==> src/design/oesh_pkg.sv <==
// Constants, types and helper functions for the operand extend and saturate helpers.
// Assumes a single core clock domain and a synchronous active-low core reset.
//
// What this block does
// - Operand width is either 16 or 32 bits; extensions, shifts and stack moves use it.
// - Index register read as 16-bit or 32-bit form per address width.
// - Bracketed index addresses memory in default data segment unless overridden.
// - Unsigned widening zero-fills upper bits to operand width; same width passes through.
// - Signed widening copies sign bit upward; same width passes through.
// - Signed 16 to signed 8 clamps to 80h and 7fh.
// - Signed 32 to signed 16 clamps to 8000h and 7fffh.
// - Signed 16 to unsigned 8 clamps negatives to 00h, above 255 to ffh.
// - Result saturated to signed byte clamps to 80h and 7fh.
// - Result saturated to signed word clamps to 8000h and 7fffh.
// - Unsigned result saturation: negatives to zero, byte ffh, word ffffh.
// - Word multiply forms full product, returns low or high word.
// - Push and pop move word or doubleword per operand width; pop returns top.
// - Floating stack drop tags head empty and advances stack pointer by one.
// - Bit positions count from the least significant bit upward.
// - Register bit-string offset selects one of bits 0 to 31.
// - Memory bit-string: byte at base plus floor(offset/8), bit offset mod 8.
// - Shift operators move destination by the count operand.
// - Flags: listed set/cleared, undefined free, unlisted keep old value.
// - Any floating-point exception raises the error exception on vector 16.

package oesh_pkg;

  localparam int W_DWORD = 32;
  localparam int W_WORD  = 16;
  localparam int W_BYTE  = 8;
  localparam int FP_DEPTH = 8;
  localparam int FP_PTR_W = 3;
  localparam int FLAG_W   = 32;

  localparam logic [7:0]  S8_MIN  = 8'h80;
  localparam logic [7:0]  S8_MAX  = 8'h7f;
  localparam logic [7:0]  U8_MAX  = 8'hff;
  localparam logic [7:0]  U8_MIN  = 8'h00;
  localparam logic [15:0] S16_MIN = 16'h8000;
  localparam logic [15:0] S16_MAX = 16'h7fff;
  localparam logic [15:0] U16_MAX = 16'hffff;
  localparam logic [7:0]  FP_ERR_VECTOR = 8'h10;
  localparam logic [2:0]  FP_PTR_STEP   = 3'h1;

  typedef enum logic {OESH_W16, OESH_W32} oesh_width_t;

  typedef enum logic [3:0] {
    OESH_OP_ZEXT, OESH_OP_SEXT, OESH_OP_S16_S8, OESH_OP_S32_S16, OESH_OP_S16_U8,
    OESH_OP_RES_S8, OESH_OP_RES_S16, OESH_OP_RES_U8, OESH_OP_RES_U16,
    OESH_OP_MUL_LO, OESH_OP_MUL_HI, OESH_OP_SHL, OESH_OP_SHR
  } oesh_op_t;

  // Signed clamp of a 32-bit two's complement value into a signed field.
  function automatic logic [31:0] oesh_clamp_s(input logic signed [31:0] v,
                                                input logic signed [31:0] lo,
                                                input logic signed [31:0] hi);
    if (v < lo)
      return lo;
    else if (v > hi)
      return hi;
    return v;
  endfunction

  // Unsigned clamp: negatives become zero, anything past hi becomes hi.
  function automatic logic [31:0] oesh_clamp_u(input logic signed [31:0] v,
                                                input logic signed [31:0] hi);
    if (v < 0)
      return 32'h0000_0000;
    else if (v > hi)
      return hi;
    return v;
  endfunction

endpackage

==> src/design/oesh_core.sv <==
// Registered datapath of the operand extend and saturate helpers.
// Assumes inputs come from core logic on sys_clk; no pins cross domains.
`timescale 1ns/1ps
`default_nettype none

module oesh_core
  import oesh_pkg::*;
(
  input  wire logic        sys_clk,
  input  wire logic        rst_n,
  input  wire logic        op_valid,
  input  wire oesh_op_t    op_sel,
  input  wire oesh_width_t operand_width_attr,
  input  wire oesh_width_t addr_width_attr,
  input  wire logic [31:0] src_a,
  input  wire logic [31:0] src_b,
  input  wire logic        src_is_byte,
  input  wire logic [4:0]  shift_count,
  output logic [31:0]      result,
  output logic             result_valid,
  input  wire logic [31:0] index_reg,
  input  wire logic        seg_override,
  input  wire logic [2:0]  seg_override_sel,
  output logic [31:0]      ea_offset,
  output logic [2:0]       ea_segment,
  input  wire logic        stack_push,
  input  wire logic        stack_pop,
  input  wire logic [31:0] stack_top_in,
  output logic [2:0]       stack_bytes,
  output logic [31:0]      pop_value,
  input  wire logic        fp_stack_drop,
  output logic [2:0]       fp_top,
  output logic [7:0]       fp_empty_tags,
  input  wire logic [31:0] bit_reg,
  input  wire logic [4:0]  bit_reg_offset,
  input  wire logic [31:0] bit_mem_base,
  input  wire logic [31:0] bit_mem_offset,
  output logic             bit_reg_value,
  output logic [31:0]      bit_mem_addr,
  output logic [2:0]       bit_mem_pos,
  input  wire logic        flags_write,
  input  wire logic [31:0] flags_affect,
  input  wire logic [31:0] flags_value,
  output logic [31:0]      status_flag_word,
  input  wire logic        fp_exc,
  output logic             fp_error_exception,
  output logic [7:0]       fp_error_vector
);

  localparam logic [2:0] DEFAULT_DATA_SEGMENT = 3'h3;
  localparam logic [2:0] BYTES_WORD  = 3'h2;
  localparam logic [2:0] BYTES_DWORD = 3'h4;

  typedef struct packed {
    logic [31:0] result;
    logic        result_valid;
    logic [31:0] ea_offset;
    logic [2:0]  ea_segment;
    logic [2:0]  stack_bytes;
    logic [31:0] pop_value;
    logic [2:0]  fp_top;
    logic [7:0]  fp_empty_tags;
    logic        bit_reg_value;
    logic [31:0] bit_mem_addr;
    logic [2:0]  bit_mem_pos;
    logic [31:0] flags;
    logic        fp_err;
  } oesh_state_t;

  oesh_state_t state;
  oesh_state_t next_state;

  // ---------------------------------------------------------------------------
  // Next-state logic
  // ---------------------------------------------------------------------------
  always_comb
  begin
    logic [31:0] prod;
    logic [31:0] wide;
    logic [31:0] mask;
    logic signed [31:0] s16v;
    logic signed [31:0] s8v;
    next_state = state;
    prod = src_a[15:0] * src_b[15:0];
    mask = (operand_width_attr == OESH_W32) ? 32'hffff_ffff : 32'h0000_ffff;
    s16v = {{16{src_a[15]}}, src_a[15:0]};
    s8v  = {{24{src_a[7]}}, src_a[7:0]};
    wide = 32'h0000_0000;
    next_state.result_valid = op_valid;
    if (op_valid)
    begin
      case (op_sel)
        // A byte source widens; a word source at width 16 passes unchanged.
        OESH_OP_ZEXT:
          wide = src_is_byte ? {24'h00_0000, src_a[7:0]} : {16'h0000, src_a[15:0]};
        OESH_OP_SEXT:
          wide = src_is_byte ? s8v : s16v;
        OESH_OP_S16_S8:
          wide = oesh_clamp_s(s16v, $signed({{24{1'b1}}, S8_MIN}), {24'h0, S8_MAX});
        OESH_OP_S32_S16:
          wide = oesh_clamp_s(src_a, $signed({{16{1'b1}}, S16_MIN}), {16'h0, S16_MAX});
        OESH_OP_S16_U8:
          wide = oesh_clamp_u(s16v, {24'h0, U8_MAX});
        OESH_OP_RES_S8:
          wide = oesh_clamp_s(src_a, $signed({{24{1'b1}}, S8_MIN}), {24'h0, S8_MAX});
        OESH_OP_RES_S16:
          wide = oesh_clamp_s(src_a, $signed({{16{1'b1}}, S16_MIN}), {16'h0, S16_MAX});
        OESH_OP_RES_U8:
          wide = oesh_clamp_u(src_a, {24'h0, U8_MAX});
        OESH_OP_RES_U16:
          wide = oesh_clamp_u(src_a, {16'h0, U16_MAX});
        OESH_OP_MUL_LO:
          wide = {16'h0000, prod[15:0]};
        OESH_OP_MUL_HI:
          wide = {16'h0000, prod[31:16]};
        OESH_OP_SHL:
          wide = src_a << shift_count;
        OESH_OP_SHR:
          wide = (src_a & mask) >> shift_count;
        default:
          wide = 32'h0000_0000;
      endcase
      // Extensions and shifts follow the operand width; clamps keep their own width.
      if (op_sel == OESH_OP_ZEXT || op_sel == OESH_OP_SEXT || op_sel == OESH_OP_SHL)
        wide = wide & mask;
      else if (op_sel == OESH_OP_S16_S8 || op_sel == OESH_OP_RES_S8)
        wide = {24'h00_0000, wide[7:0]};
      else if (op_sel == OESH_OP_S32_S16 || op_sel == OESH_OP_RES_S16)
        wide = {16'h0000, wide[15:0]};
      next_state.result = wide;
    end
    next_state.ea_offset  = (addr_width_attr == OESH_W32) ? index_reg
                          : {16'h0000, index_reg[15:0]};
    next_state.ea_segment = seg_override ? seg_override_sel : DEFAULT_DATA_SEGMENT;
    next_state.stack_bytes = 3'h0;
    if (stack_push || stack_pop)
      next_state.stack_bytes = (operand_width_attr == OESH_W32) ? BYTES_DWORD : BYTES_WORD;
    if (stack_pop)
      next_state.pop_value = stack_top_in & mask;
    if (fp_stack_drop)
    begin
      next_state.fp_empty_tags[state.fp_top] = 1'b1;
      next_state.fp_top = state.fp_top + FP_PTR_STEP;
    end
    next_state.bit_reg_value = bit_reg[bit_reg_offset];
    // Arithmetic shift gives floor division; the low three bits are always non-negative.
    next_state.bit_mem_addr = bit_mem_base + 32'($signed(bit_mem_offset) >>> 3);
    next_state.bit_mem_pos  = bit_mem_offset[2:0];
    if (flags_write)
      next_state.flags = (state.flags & ~flags_affect) | (flags_value & flags_affect);
    next_state.fp_err = fp_exc;
  end

  // ---------------------------------------------------------------------------
  // State register
  // ---------------------------------------------------------------------------
  always_ff @(posedge sys_clk)
  begin
    if (!rst_n)
      state <= '0;
    else
      state <= next_state;
  end

  assign result             = state.result;
  assign result_valid       = state.result_valid;
  assign ea_offset          = state.ea_offset;
  assign ea_segment         = state.ea_segment;
  assign stack_bytes        = state.stack_bytes;
  assign pop_value          = state.pop_value;
  assign fp_top             = state.fp_top;
  assign fp_empty_tags      = state.fp_empty_tags;
  assign bit_reg_value      = state.bit_reg_value;
  assign bit_mem_addr       = state.bit_mem_addr;
  assign bit_mem_pos        = state.bit_mem_pos;
  assign status_flag_word   = state.flags;
  assign fp_error_exception = state.fp_err;
  assign fp_error_vector    = FP_ERR_VECTOR;

  // ---------------------------------------------------------------------------
  // Assertions
  // ---------------------------------------------------------------------------
  property p_s16_s8_hi;
    @(posedge sys_clk) disable iff (!rst_n)
    op_valid && op_sel == OESH_OP_S16_S8 && $signed(src_a[15:0]) > 16'sd127
      |=> result == 32'h0000_007f;
  endproperty
  a_s16_s8_hi: assert property (p_s16_s8_hi) else $error("s16 to s8 high clamp wrong");

  property p_s32_s16_lo;
    @(posedge sys_clk) disable iff (!rst_n)
    op_valid && op_sel == OESH_OP_S32_S16 && $signed(src_a) < -32'sd32768
      |=> result == 32'h0000_8000;
  endproperty
  a_s32_s16_lo: assert property (p_s32_s16_lo) else $error("s32 to s16 low clamp wrong");

  property p_s16_u8_neg;
    @(posedge sys_clk) disable iff (!rst_n)
    op_valid && op_sel == OESH_OP_S16_U8 && src_a[15] |=> result == 32'h0000_0000;
  endproperty
  a_s16_u8_neg: assert property (p_s16_u8_neg) else $error("s16 to u8 negative not zero");

  property p_u16_hi;
    @(posedge sys_clk) disable iff (!rst_n)
    op_valid && op_sel == OESH_OP_RES_U16 && $signed(src_a) > 32'sd65535
      |=> result == 32'h0000_ffff;
  endproperty
  a_u16_hi: assert property (p_u16_hi) else $error("u16 high clamp wrong");

  property p_sext;
    @(posedge sys_clk) disable iff (!rst_n)
    op_valid && op_sel == OESH_OP_SEXT && src_is_byte && operand_width_attr == OESH_W32
      |=> result == {{24{$past(src_a[7])}}, $past(src_a[7:0])};
  endproperty
  a_sext: assert property (p_sext) else $error("sign widening wrong");

  property p_mul_hi;
    @(posedge sys_clk) disable iff (!rst_n)
    op_valid && op_sel == OESH_OP_MUL_HI
      |=> result[15:0] == 16'(({16'h0, $past(src_a[15:0])} * {16'h0, $past(src_b[15:0])}) >> 16);
  endproperty
  a_mul_hi: assert property (p_mul_hi) else $error("high half of product wrong");

  property p_fp_drop;
    @(posedge sys_clk) disable iff (!rst_n)
    fp_stack_drop |=> fp_top == 3'($past(fp_top) + 3'h1) && fp_empty_tags[$past(fp_top)];
  endproperty
  a_fp_drop: assert property (p_fp_drop) else $error("fp stack drop wrong");

  property p_flags_keep;
    @(posedge sys_clk) disable iff (!rst_n)
    !flags_write |=> $stable(status_flag_word);
  endproperty
  a_flags_keep: assert property (p_flags_keep) else $error("unlisted flags changed");

  property p_fp_err;
    @(posedge sys_clk) disable iff (!rst_n)
    fp_exc |=> fp_error_exception && fp_error_vector == 8'h10;
  endproperty
  a_fp_err: assert property (p_fp_err) else $error("fp error not raised on 16");

  property p_seg;
    @(posedge sys_clk) disable iff (!rst_n)
    !seg_override |=> ea_segment == 3'h3;
  endproperty
  a_seg: assert property (p_seg) else $error("default segment not used");

  // The pass-through and opposite-limit cases below catch a clamp that is one-sided.
  property p_s16_s8_lo;
    @(posedge sys_clk) disable iff (!rst_n)
    op_valid && op_sel == OESH_OP_S16_S8 && $signed(src_a[15:0]) < -16'sd128
      |=> result == {24'h00_0000, S8_MIN};
  endproperty
  a_s16_s8_lo: assert property (p_s16_s8_lo) else $error("s16 to s8 low clamp wrong");

  property p_s16_s8_pass;
    @(posedge sys_clk) disable iff (!rst_n)
    op_valid && op_sel == OESH_OP_S16_S8 && $signed(src_a[15:0]) >= -16'sd128
      && $signed(src_a[15:0]) <= 16'sd127
      |=> result == {24'h00_0000, $past(src_a[7:0])};
  endproperty
  a_s16_s8_pass: assert property (p_s16_s8_pass) else $error("s16 to s8 in range altered");

  property p_s32_s16_hi;
    @(posedge sys_clk) disable iff (!rst_n)
    op_valid && op_sel == OESH_OP_S32_S16 && $signed(src_a) > 32'sd32767
      |=> result == {16'h0000, S16_MAX};
  endproperty
  a_s32_s16_hi: assert property (p_s32_s16_hi) else $error("s32 to s16 high clamp wrong");

  property p_s16_u8_hi;
    @(posedge sys_clk) disable iff (!rst_n)
    op_valid && op_sel == OESH_OP_S16_U8 && !src_a[15] && src_a[14:0] > 15'h00ff
      |=> result == {24'h00_0000, U8_MAX};
  endproperty
  a_s16_u8_hi: assert property (p_s16_u8_hi) else $error("s16 to u8 high clamp wrong");

  property p_res_s8_hi;
    @(posedge sys_clk) disable iff (!rst_n)
    op_valid && op_sel == OESH_OP_RES_S8 && $signed(src_a) > 32'sd127
      |=> result == {24'h00_0000, S8_MAX};
  endproperty
  a_res_s8_hi: assert property (p_res_s8_hi) else $error("result s8 high clamp wrong");

  property p_res_s8_lo;
    @(posedge sys_clk) disable iff (!rst_n)
    op_valid && op_sel == OESH_OP_RES_S8 && $signed(src_a) < -32'sd128
      |=> result == {24'h00_0000, S8_MIN};
  endproperty
  a_res_s8_lo: assert property (p_res_s8_lo) else $error("result s8 low clamp wrong");

  property p_res_s16_hi;
    @(posedge sys_clk) disable iff (!rst_n)
    op_valid && op_sel == OESH_OP_RES_S16 && $signed(src_a) > 32'sd32767
      |=> result == {16'h0000, S16_MAX};
  endproperty
  a_res_s16_hi: assert property (p_res_s16_hi) else $error("result s16 high clamp wrong");

  property p_res_s16_lo;
    @(posedge sys_clk) disable iff (!rst_n)
    op_valid && op_sel == OESH_OP_RES_S16 && $signed(src_a) < -32'sd32768
      |=> result == {16'h0000, S16_MIN};
  endproperty
  a_res_s16_lo: assert property (p_res_s16_lo) else $error("result s16 low clamp wrong");

  property p_u8_hi;
    @(posedge sys_clk) disable iff (!rst_n)
    op_valid && op_sel == OESH_OP_RES_U8 && $signed(src_a) > 32'sd255
      |=> result == {24'h00_0000, U8_MAX};
  endproperty
  a_u8_hi: assert property (p_u8_hi) else $error("result u8 high clamp wrong");

  property p_u_neg;
    @(posedge sys_clk) disable iff (!rst_n)
    op_valid && (op_sel == OESH_OP_RES_U8 || op_sel == OESH_OP_RES_U16) && src_a[31]
      |=> result == 32'h0000_0000;
  endproperty
  a_u_neg: assert property (p_u_neg) else $error("unsigned clamp of negative not zero");

  property p_zext;
    @(posedge sys_clk) disable iff (!rst_n)
    op_valid && op_sel == OESH_OP_ZEXT && src_is_byte
      |=> result == {24'h00_0000, $past(src_a[7:0])};
  endproperty
  a_zext: assert property (p_zext) else $error("unsigned widening wrong");

  property p_stack32;
    @(posedge sys_clk) disable iff (!rst_n)
    (stack_push || stack_pop) && operand_width_attr == OESH_W32
      |=> stack_bytes == 3'h4;
  endproperty
  a_stack32: assert property (p_stack32) else $error("doubleword stack move wrong");

  property p_bit_pos;
    @(posedge sys_clk) disable iff (!rst_n)
    rst_n
      |=> bit_mem_pos == $past(bit_mem_offset[2:0]);
  endproperty
  a_bit_pos: assert property (p_bit_pos) else $error("memory bit position wrong");

  c_clamp: cover property (@(posedge sys_clk) op_valid && op_sel == OESH_OP_RES_S8);
  c_drop2: cover property (@(posedge sys_clk) fp_stack_drop ##1 fp_stack_drop);
  c_pop32: cover property (@(posedge sys_clk) stack_pop && operand_width_attr == OESH_W32);
  c_negbit: cover property (@(posedge sys_clk) bit_mem_offset[31]);

endmodule

`default_nettype wire

==> config.mk <==
export PLATFORM = sky130hd
export DESIGN_NAME = oesh_core
export DESIGN_NICKNAME = d
export VERILOG_FILES = /design/src/design/oesh_pkg.sv /design/src/design/oesh_core.sv
export SDC_FILE = /design/constraint.sdc
export NUM_CORES = 1
export LEC_CHECK = 0
export ABC_AREA = 1
export BUFFER_PORTS_ARGS = -buffer_cell sky130_fd_sc_hd__clkbuf_2
export CORE_ASPECT_RATIO = 1.5
export CORE_MARGIN = 2
export CORE_UTILIZATION = 30
export CTS_CLUSTER_DIAMETER = 50
export DETAILED_ROUTE_END_ITERATION = 10
export HOLD_SLACK_MARGIN = 0.15
export PLACE_DENSITY_LB_ADDON = 0.08
export SYNTH_ARGS = -nofsm -noshare
export SYNTH_HDL_FRONTEND = slang
export SYNTH_SLANG_ARGS = --single-unit
==> constraint.sdc <==
create_clock -name sys_clk -period 7.3 [get_ports sys_clk]
set_clock_uncertainty 0.15 [all_clocks]
set_input_delay 0 -clock sys_clk [delete_from_list [all_inputs] [get_ports sys_clk]]
set_output_delay 0 -clock sys_clk [all_outputs]
set_load 0.02 [all_outputs]
# ---- Word-level counts from Yosys, hierarchy flattened
# Index checks and enable logic that the tools add are counted.
# Widths: inputs -> output; s select.
dict set report classes {
  order_cmp 14
  n_shift 2
  reduce_logical 10
  n_bitwise 8
  n_eq_ne 12
  n_addsub 2
  multipliers 1
  muxes 59
}
# cell count
set op_table {}
lappend op_table {{$mux 32} 25}
lappend op_table {{$pmux 32 s13} 1}
lappend op_table {{$and 32x32->32} 5}
lappend op_table {{$add 32x32->32} 1}
lappend op_table {{$gt 32x16->1 const B} 1}
lappend op_table {{$gt 32x17->1 const B} 1}
lappend op_table {{$gt 32x8->1 const B} 1}
lappend op_table {{$gt 32x9->1 const B} 1}
lappend op_table {{$lt 32x1->1 const B} 1}
lappend op_table {{$lt 32x16->1 const B} 1}
lappend op_table {{$lt 32x8->1 const B} 1}
lappend op_table {{$mul 16x16->32} 1}
lappend op_table {{$not 32->32} 1}
lappend op_table {{$or 32x32->32} 1}
lappend op_table {{$shl 32x5->32} 1}
lappend op_table {{$shr 32x5->32} 1}
lappend op_table {{$mux 1} 28}
lappend op_table {{$eq 4x4->1 const B} 5}
lappend op_table {{$eq 4x3->1 const B} 4}
lappend op_table {{$gt 16x8->1 const B} 1}
lappend op_table {{$gt 16x9->1 const B} 1}
lappend op_table {{$lt 16x1->1 const B} 1}
lappend op_table {{$lt 16x8->1 const B} 1}
lappend op_table {{$mux 16} 1}
lappend op_table {{15 further kinds} 22}
dict set report totals {
  word_cells 123
  input_bits 317
  regBits 183
  out_inout_bits 191
}

# ---- Depth between registers and ports, before layout
# Gate-level depths: netlist of the first run.
dict set report logic_depth {
  word_depth 11
  mapped_depth 31
  mapped_depth_nobuf 28
}

# ---- Least setup slack after synthesis of the first run
# No wires, ideal clock.
dict set report synth_path {
  kind {input -> register}
  start {input src_a[7]}
  end {register state (netlist bit result[5])}
  slack_ns 1.581
  cell_stages 29
  required_ns 7.018
  arrival_time_ns 5.436
  setup_time_ns 0.132
  path_cell_list {clkbuf_1 clkbuf_1 clkbuf_1 nand2_1 fa_1 inv_1 fa_1 inv_1 fa_1 inv_1 fa_1 fa_1 inv_1 fa_1 inv_1 ha_1 nand2_1 nand2_1 nand2_1 nand2_1 nand2_1 nand3_1 inv_1 nand2_1 or2_2 nand3_1 nand3_1 nand2_1 a21oi_1}
}
dict set report synth_via {
  elab_chain_len 11
  elab_cells_between_ends 60
  cone_classes {1 x mul; 11 x order compare; 2 x shift; 44 x mux; 2 x bitwise}
}
# item line
set synth_rtl {}
lappend synth_rtl {{start, declared} oesh_core.sv:15} ;# input wire logic [31:0] src_a,
lappend synth_rtl {{parallel branches: the longest is 6 deep, another holds $mul 16x16->32} -}
lappend synth_rtl {{$pmux 32 s13 (*)} oesh_core.sv:92} ;# case (op_sel)
lappend synth_rtl {{$mux 32 (*)} oesh_core.sv:90} ;# if (op_valid)
lappend synth_rtl {{$mux 32} oesh_core.sv:128} ;# else if (op_sel == OESH_OP_S32_S16 || op_sel == OESH_OP_RES_S16)
lappend synth_rtl {{$mux 32} oesh_core.sv:126} ;# else if (op_sel == OESH_OP_S16_S8 || op_sel == OESH_OP_RES_S8)
lappend synth_rtl {{$mux 32 (*)} oesh_core.sv:124} ;# if (op_sel == OESH_OP_ZEXT || op_sel == OESH_OP_SEXT || op_sel == OESH_OP_SHL)
lappend synth_rtl {{end signal, assigned} oesh_core.sv:162} ;# state <= next_state;
lappend synth_rtl {{end, declared} oesh_core.sv:70} ;# oesh_state_t state;
# Every way passes the cells marked *. The select of a mux whose other input is x is not followed.
# A chain may end at the register's enable or synchronous reset.

# ---- Worst setup path in the final report of the first run
dict set report layout_path {
  start {input src_a[6]}
  end {register state (netlist bit result[12])}
}
# The elaborated chain is that of the path after synthesis.

==> results by stage, run 1 <==
Die:
- The height of the chip is 337.1 um.
- 508 I/O pins were placed.
- The die footprint is 76200 um^2.
- The die is 226.1 um wide.
- The floorplan core area is 73580 um^2.
- The initialized floorplan defines 122 standard-cell rows.
- For this configuration, the core starts out at a cell density of 30.16%.

CTS:
- TritonCTS built the clock tree.
- The TritonCTS buffer count is 17.
- The H-tree was split into 4 levels.
- The number of clock sinks is about 180.
- The buffer depth of the longest clock path is 2.
- The clock slew seen by the registers of the worst setup and hold paths is 0.08 ns.
- The clock root buffer is sky130_fd_sc_hd__clkbuf_16.
- In this run, post-CTS repair resized a total of 0 instances.
- The latest clock arrival within the worst-skew pair is 0.47 ns.

Timing:
- The number of hold violations in the final report is 0.
- The highest achievable clock rate is 172.5 MHz.
- The setup TNS is 0 ns.
- The slew at the pin closest to its max-slew limit is 1.059 ns.
- Headroom to the max-slew limit came out at 29.29%.
- Setup repair after global routing left no endpoint under its margin.
- The final cycle utilization of the critical path is 79.43%.
- The number of pins with negative max-slew slack in the final report came to 0.
- Subtracting the final worst setup slack from the clock period gives roughly 5.8 ns.
- The setup violation total in the final timing report is 0.

Setup path:
- The data arrival time of the critical path is 5.99 ns.
- In this run the critical register-to-register path is captured at fp_top[2]$_SDFFE_PN0P_.
- The flop-to-flop setup slack is 5.59 ns.
- The worst setup path is of the in -> reg kind.
- STA classifies the critical path startpoint as an input port.
- The highest fanout seen on the critical path is 24.
- The endpoint required time on the critical path is 7.49 ns.
- For the worst flop-to-flop path, the logic depth is 5.
- The cell with the largest stage delay on the worst path is sky130_fd_sc_hd__fa_1.
- The worst setup path is captured at a flip-flop.
- For this run, the slowest stage of the critical path takes between 0.5 and 0.6 ns.
- The critical path goes through clkbuf_2 > nand2_1 > inv_1 > fa_1 > inv_1 > fa_1 > fa_1 > fa_1 > inv_1 > fa_1 > inv_1 > fa_1 > inv_1 > ha_1 > a21o_1 > nor2_1 > nand3_1 > o21ai_0 > nand4_1 > nand2_1 > a21oi_1.
- The reg-to-reg startpoint is fp_top[1]$_SDFFE_PN0P_.
- The most numerous cell type found on the critical path is sky130_fd_sc_hd__fa_1.

Power:
- The leakage power is 15.86 nW.
- The cell area power density is between 200 and 300 nW/um^2.
- The worst-case vdd ir drop is about 0.33 mV.
- The power after layout is 0.008777 W.

Logic synthesis:
- The total standard cell area after synthesis is 22190 um^2.
- The count of state elements after synthesis is 182.
- The synthesized netlist cell count is roughly 3500.
- After synthesis, the netlist uses 53 different library cells.
- The synthesized area per cell is between 6 and 7 um^2.
- The top cell type's share of synthesized area is 17.59%.
- For this run, the register share of the synthesized area comes to ~16%.
- Of all cell types, the one taking the most synthesized area is sky130_fd_sc_hd__fa_1.
- The Yosys step of the flow raised 0 warnings.
- In the post-synthesis netlist, the biggest area contributors are sky130_fd_sc_hd__fa_1 18%, sky130_fd_sc_hd__dfxtp_1 16%, sky130_fd_sc_hd__nand2_1 16%.

Global route:
- The maximum number of pins on one net before global-route repair is 74.
- The number of global-route vias before repair came to ~26000.
- The number of antenna violations at the first check in global routing is 3.
- The first global-routing pass estimated 152.7 mm of wire.
- Summed over all layers, the global routing overflow is 0.
- Global routing used 26.50% of the available tracks across all layers.

Job:
- The reported max-cap violation count is 0.

Finish:
- The library cell used most frequently in the layout, excluding fill and tap cells, is sky130_fd_sc_hd__nand2_1.
- The filler cell count in the final layout is 8092.
- The fraction of layout instances using a drive strength above 1 is 13.81%.
- The library cells used most frequently in the layout, excluding fill and tap cells, are 939 x sky130_fd_sc_hd__nand2_1, 563 x sky130_fd_sc_hd__inv_1, 482 x sky130_fd_sc_hd__clkbuf_2, 407 x sky130_fd_sc_hd__dlygate4sd3_1, 370 x sky130_fd_sc_hd__nand3_1.
- Relative to the synthesized area, the layout overhead comes to 34.84%.
- At the end of the flow, the number of nets in the layout was 4872.
- After the flow finishes, the layout carries non-filler instances totaling 5233.

Status:
- The run finished with clean final reports.

Routing:
- The total number of vias is approximately 26000.
- Dividing the detail-routed wire length by the instance count gives approximately 20 um.
- The first detailed-routing pass ran for 6 iterations.
- After detailed routing, the met3 layer carries 5.158 mm of wire.
- The met2 layer wire length in the routed design is 54.12 mm.
- The number of vias per cell is 4.903.
- The length of routed wiring on met1 is 35.80 mm.
- For this run, design rule violations remaining after detail routing come to 0.
- The final antenna-violating net count is 0.
- For this block, the routed nets add up to about 100 mm of wire.
- For this block, the initial DRC count from the detailed router was 1586.
- In this run the top signal layer used is met5.

Hold path:
- The worst hold path passes through 2 cells.
- The class of the tightest hold or removal check is in -> reg.
- The worst hold path terminates at stack_bytes[1]$_SDFF_PN0_.
- In this run the most critical hold path is launched from operand_width_attr.

Placement:
- Input and output buffers added on the ports amount to 482.
- Once placement completed, the tool counted placed cells totaling 4790.
- The half-perimeter wire length after placement is about 80 mm.
- The congestion estimate from routability-driven global placement came to 0.9399.
[worst max-delay path by stage]
| stage | from | to | slack [ns] | cells past startpoint |
|---|---|---|---|---|
| final | src_a[6] | result[12]$_SDFFE_PN0P_ | 1.50 | 21 |
| after global routing | src_a[2] | result[12]$_SDFFE_PN0P_ | 1.23 | 22 |
| after CTS | src_a[6] | result[5]$_SDFFE_PN0P_ | 1.55 | 25 |
| after detailed placement | src_a[6] | result[12]$_SDFFE_PN0P_ | 1.03 | 21 |
| after global placement | src_a[6] | result[5]$_SDFFE_PN0P_ | 1.03 | 25 |
| after floorplan | src_a[7] | result[5]$_SDFFE_PN0P_ | 1.58 | 29 |
[routing by layer]
layer  vias to the layer above  track usage, %
li1                      12458               -
met5                         -               0
met2                       760           50.08
met3                       270           4.424
met4                         2           17.79
met1                     12165           26.35
[area by class of cell]
type                       count  area (um^2)  area share [%]
clock inverter                14        157.7          0.5269
timing repair buffer         916         6689           22.36
antenna                        4        10.01         0.03345
sequential                   182         3643           12.18
clock buffer                  18        439.2           1.468
inverter                     578         2171           7.255
multi-input combinational   2529        15570           52.04
tap                          992         1241           4.148
[Yosys cell counts (all sizes together)]
library cell,instances
a32oi,3
o211ai,38
a221oi,2
a21oi,223
nor2,266
nand2b,1
nand3b,9
mux2i,2
nand4,42
nor4,3
nand2,941
a2111oi,1
inv,578
ha,136
o21bai,6
dfxtp,182
conb,2
a221o,1
buf,70
a31oi,12
o21a,9
nand3,370
a211oi,2
clkbuf,118
a21o,10
fa,195
o32ai,3
nor3,28
o21ai,185
nor3b,2
or2,10
xnor2,4
and2,2
o22ai,4
and3,1
xor2,2
o221ai,6
a21boi,1
[critical path: cells and delay by family]
family          cells  cell delay [ns]
simple gates        5             0.88
buf+inv             6             0.74
fa+ha+maj           7             3.51
compound gates      3             0.85
[report_power, final]
| part | leakage, nW | internal [W] | total [W] | switching [W] |
|---|---|---|---|---|
| clock network | 0.297 | 0.000497 | 0.000975 | 0.000478 |
| registers | 1.50 | 0.00106 | 0.00110 | 0.0000340 |
| logic | 14.1 | 0.00237 | 0.00671 | 0.00433 |
| total | 15.9 | 0.00393 | 0.00878 | 0.00484 |
[logic make-up after synthesis]
kind of cell,count (synthesis),share of synthesized area [%]
buffers and inverters,766,13.54
multiplexers,2,0.09022
AO/OA/AOI/OAI,506,12.59
adder cells (fa/ha/maj),331,25.26
flip-flops,182,16.42
XOR/XNOR,6,0.2368
AND/OR/NAND/NOR,1675,31.83
other,2,0.03384
[per-stage QoR]
stage	hold WS [ns]	setup WS (ns)	cell area, um^2	utilization [%]
finish	0.1976	1.502	29920	40.67
global route	0.2114	1.234	29920	40.66
CTS	0.1531	1.546	29910	40.65
detailed placement	0.03350	1.027	25240	34.31
global placement	0.03572	1.029	25240	34.31
floorplan	-0.05237	1.581	22220	-
[what timing repair did]
action	CTS	global route
hold endpoints to repair	166	0
setup buffers	0	0
hold buffers	407	0
No activity file was read; power rests on OpenSTA's default activity.
==> inputs of run 2 (changes only) <==
==> constraint.sdc (replaced) <==
create_clock -name sys_clk -period 5.75 [get_ports sys_clk]
set_clock_uncertainty 0.15 [all_clocks]
set_input_delay 0 -clock sys_clk [delete_from_list [all_inputs] [get_ports sys_clk]]
set_output_delay 0 -clock sys_clk [all_outputs]
set_load 0.02 [all_outputs]
==> run 2 against run 1 <==
  * Cell area rose by 2.5%
  * Largest power group unchanged
  * Sequential cell count did not move
  * Combinational power rose by 56%
  * Clock power rose by 25%
  * Sequential share of layout area fell by 0.30 points
  * Final cell count rose by 2.0%
  * Total power rose by 50%
  * Register-to-register slack got worse by 1.5 ns
  * Critical path depth rose by 5
  * Largest cell class unchanged
  * Critical path type unchanged
  * Core utilization rose by 1.0 points
  * First-iteration DRC count fell by 10%
==> results by stage, run 2 (synthesized netlist as in run 1, its figures left out) <==
CTS:
- The number of cells upsized or downsized after cts is 0 (unchanged).
- In this run the clock root is driven by a sky130_fd_sc_hd__clkbuf_16.
- The clock slew seen by the registers of the worst setup and hold paths is 0.08 ns (about the same).
- The buffer depth of the longest clock path is 2 (unchanged).
- The TritonCTS clock tree is yes.
- The latest clock arrival within the worst-skew pair is 0.46 ns (about the same).
- The TritonCTS buffer count is 17 (unchanged).
- The number of clock sinks came to 182 (unchanged).
- The number of H-tree levels is 4 (unchanged).

Die:
- The die footprint was 76200 um^2 (unchanged).
- The effective utilization at floorplan is 30.16% (unchanged).
- The die span in x is 226.1 um (unchanged).
- The height of the chip is 337.1 um (unchanged).
- The total number of placement rows is 122 (unchanged).
- The floorplan core area is 73580 um^2 (unchanged).
- The I/O pin total is 508 (unchanged).

Power:
- The power after layout is 0.01312 W (+50%).
- The cell area power density is 427.7 nW/um^2 (+46%).
- The worst-case vdd ir drop came to 0.7895 mV (+140%).
- The leakage power is 16.35 nW (+3.1%).

Setup path:
- The critical path ends at result[12]$_SDFFE_PN0P_.
- The first element of the critical path is src_a[10].
- The endpoint identified for the worst register-to-register timing path is fp_top[2]$_SDFFE_PN0P_.
- The highest fanout seen on the critical path is 11 (-54%).
- The peak per-stage delay on the critical path came to 0.58 ns (about the same).
- The cell with the largest stage delay on the worst path is sky130_fd_sc_hd__fa_1.
- The flop-to-flop setup slack is 4.05 ns (-1.54 ns).
- The logic depth of the worst register-to-register path was 5 (unchanged).
- STA classifies the critical path endpoint as a flip-flop.
- The reg-to-reg startpoint is fp_top[1]$_SDFFE_PN0P_.
- The critical path in this run is classified as in -> reg.
- The data arrival time of the critical path came to 5.52 ns (-0.47 ns).
- The endpoint required time on the critical path came to 5.91 ns (-1.58 ns).
- The kind of start point of the critical path is an input port.

Global route:
- The all-layer global routing usage came to 27.77% (+1.3 points).
- The number of antenna violations at the first check in global routing is 11 (+8).
- The maximum number of pins on one net before global-route repair is 82 (+11%).
- The total grt overflow is 0 (unchanged).
- The number of global-route vias before repair is 27038 (+3.3%).
- The first-pass GRT wire length is 158.4 mm (+3.8%).

Finish:
- The top cell types in the final layout, fill and taps aside, are 939 x sky130_fd_sc_hd__nand2_1, 563 x sky130_fd_sc_hd__inv_1, 482 x sky130_fd_sc_hd__clkbuf_2, 391 x sky130_fd_sc_hd__dlygate4sd3_1, 370 x sky130_fd_sc_hd__nand3_1.
- The final standard cell count with taps included and fillers excluded came to 5338 (+2.0%).
- Leaving out fill and tap cells, the most frequent cell in the layout is sky130_fd_sc_hd__nand2_1.
- The post-synthesis to final-layout area growth is 38.27%.
- The filler cell count in the final layout is 8065 (-0.33%).
- The number of nets in the finished design is 4972 (+2.1%).
- The fraction of layout instances using a drive strength above 1 came to 16.16% (+2.4 points).

Timing:
- The setup violation total in the final timing report came to 0 (unchanged).
- The number of hold violations in the final report came to 0 (unchanged).
- The number of pins with negative max-slew slack in the final report is 0 (unchanged).
- The worst path in the final design needs a cycle of 5.353 ns, including I/O delays and setup.
- Setup repair after global routing left no endpoint under its margin.
- The final cycle utilization of the critical path is ~93%.
- The setup TNS is 0 ns (unchanged).
- The headroom to the max-slew limit was 28.80% (-0.49 points).
- The slew at the pin closest to its max-slew limit is 1.057 ns (-0.002656 ns).
- The highest achievable clock rate is 186.8 MHz.

Routing:
- The DRC violation total after the first TritonRoute iteration was 1422 (-10%).
- The final antenna-violating net count is 0 (unchanged).
- The total iterations of the first detailed-routing run is 8 (+2).
- The number of vias per cell is 4.923 (+0.42%).
- The final wirelength is 108.1 mm (+5.2%).
- The average detailed-routed wire length per instance is 20.25 um (+3.2%).
- The post-route DRC violation count is 0 (unchanged).
- The total number of vias is 26280 (+2.4%).

Placement:
- The weighted congestion at the end of routability-driven global placement was 0.9656 (+2.7%).
- The cell count after placement is 4906 (+2.4%).
- The count of port buffers added during placement was 482 (unchanged).
- The half-perimeter wire length after placement is 86.18 mm (+7.7%).

Job:
- The reported max-cap violation count is 0 (unchanged).

Status:
- The run finished with clean final reports.

Hold path:
- The worst hold path stage count is 7 (+5).
- The tightest min-delay check is of the in -> reg type.
[run 2: changes by cell type in the layout (fill, tap and decap cells not counted), sizes merged]
cell / previous run / this run
clkbuf: 500 / 499
dlygate4sd3: 407 / 391
clkinvlp: 0 / 1
diode: 4 / 9
buf: 27 / 143
[run 2: per-layer routing]
layer / GRT usage (%) / wire length, um / up-vias
met3: 4.007 / 4983 / 317
met4: 19.92 / 8568 / 2
met1: 26.44 / 36460 / 12437
met2: 53.75 / 58070 / 841
met5: 0 / 13 / -
li1: - / - / 12683
[run 2: layout make-up]
type                    instances  area, um^2  area share [%]
multi-input cells            2529       15570           50.75
repair buffers               1016        7450           24.28
flip-flops and latches        182        3643           11.88
inverters                     578        2171           7.075
well taps                     992        1241           4.045
clock buffers                  17       425.4           1.387
clock inverters                15       158.9          0.5179
diodes                          9       22.52         0.07340
[run 2: worst min path at each step]
stage                     slack, ns                          end         startpoint
after floorplan               -0.05    bit_mem_pos[0]$_SDFF_PN0_  bit_mem_offset[0]
after global placement         0.04      ea_offset[8]$_SDFF_PN0_       index_reg[8]
after detailed placement       0.03      ea_offset[3]$_SDFF_PN0_       index_reg[3]
after CTS                      0.16  bit_mem_addr[27]$_SDFF_PN0_   bit_mem_base[22]
after global routing           0.23                    flip-flop   flags_affect[22]
final                          0.20  bit_mem_addr[27]$_SDFF_PN0_   bit_mem_base[22]
[run 2: report_power, final]
group / internal (W) / total (W) / switching [W]
combinational: 0.00433 / 0.0105 / 0.00618
sequential: 0.00135 / 0.00140 / 0.0000491
clock: 0.000617 / 0.00122 / 0.000605
[run 2: stage by stage]
| step | instance area [um^2] | setup WS, ns | hold WS [ns] | utilization, % |
|---|---|---|---|---|
| after floorplan | 22220 | 0.03148 | -0.05237 | - |
| final | 30680 | 0.3969 | 0.1976 | 41.70 |
| after detailed placement | 26160 | -0.1136 | 0.03437 | 35.56 |
| after CTS | 30660 | 0.3794 | 0.1637 | 41.67 |
| after global routing | 30680 | 0.007478 | 0.2276 | 41.70 |
| after global placement | 26160 | -0.08091 | 0.03624 | 35.56 |
[run 2: worst max-delay path, delay by kind of cell]
family / cells / cell delay, ns
AO/OA/AOI/OAI: 2 / 0.24
adder cells (fa/ha/maj): 7 / 3.48
buffers and inverters: 7 / 0.65
AND/OR/NAND/NOR: 10 / 1.12
[run 2: what timing repair did]
action / CTS / global route
setup buffers: 0 / 0
endpoints found under the hold margin: 166 / 0
hold buffers: 391 / 0
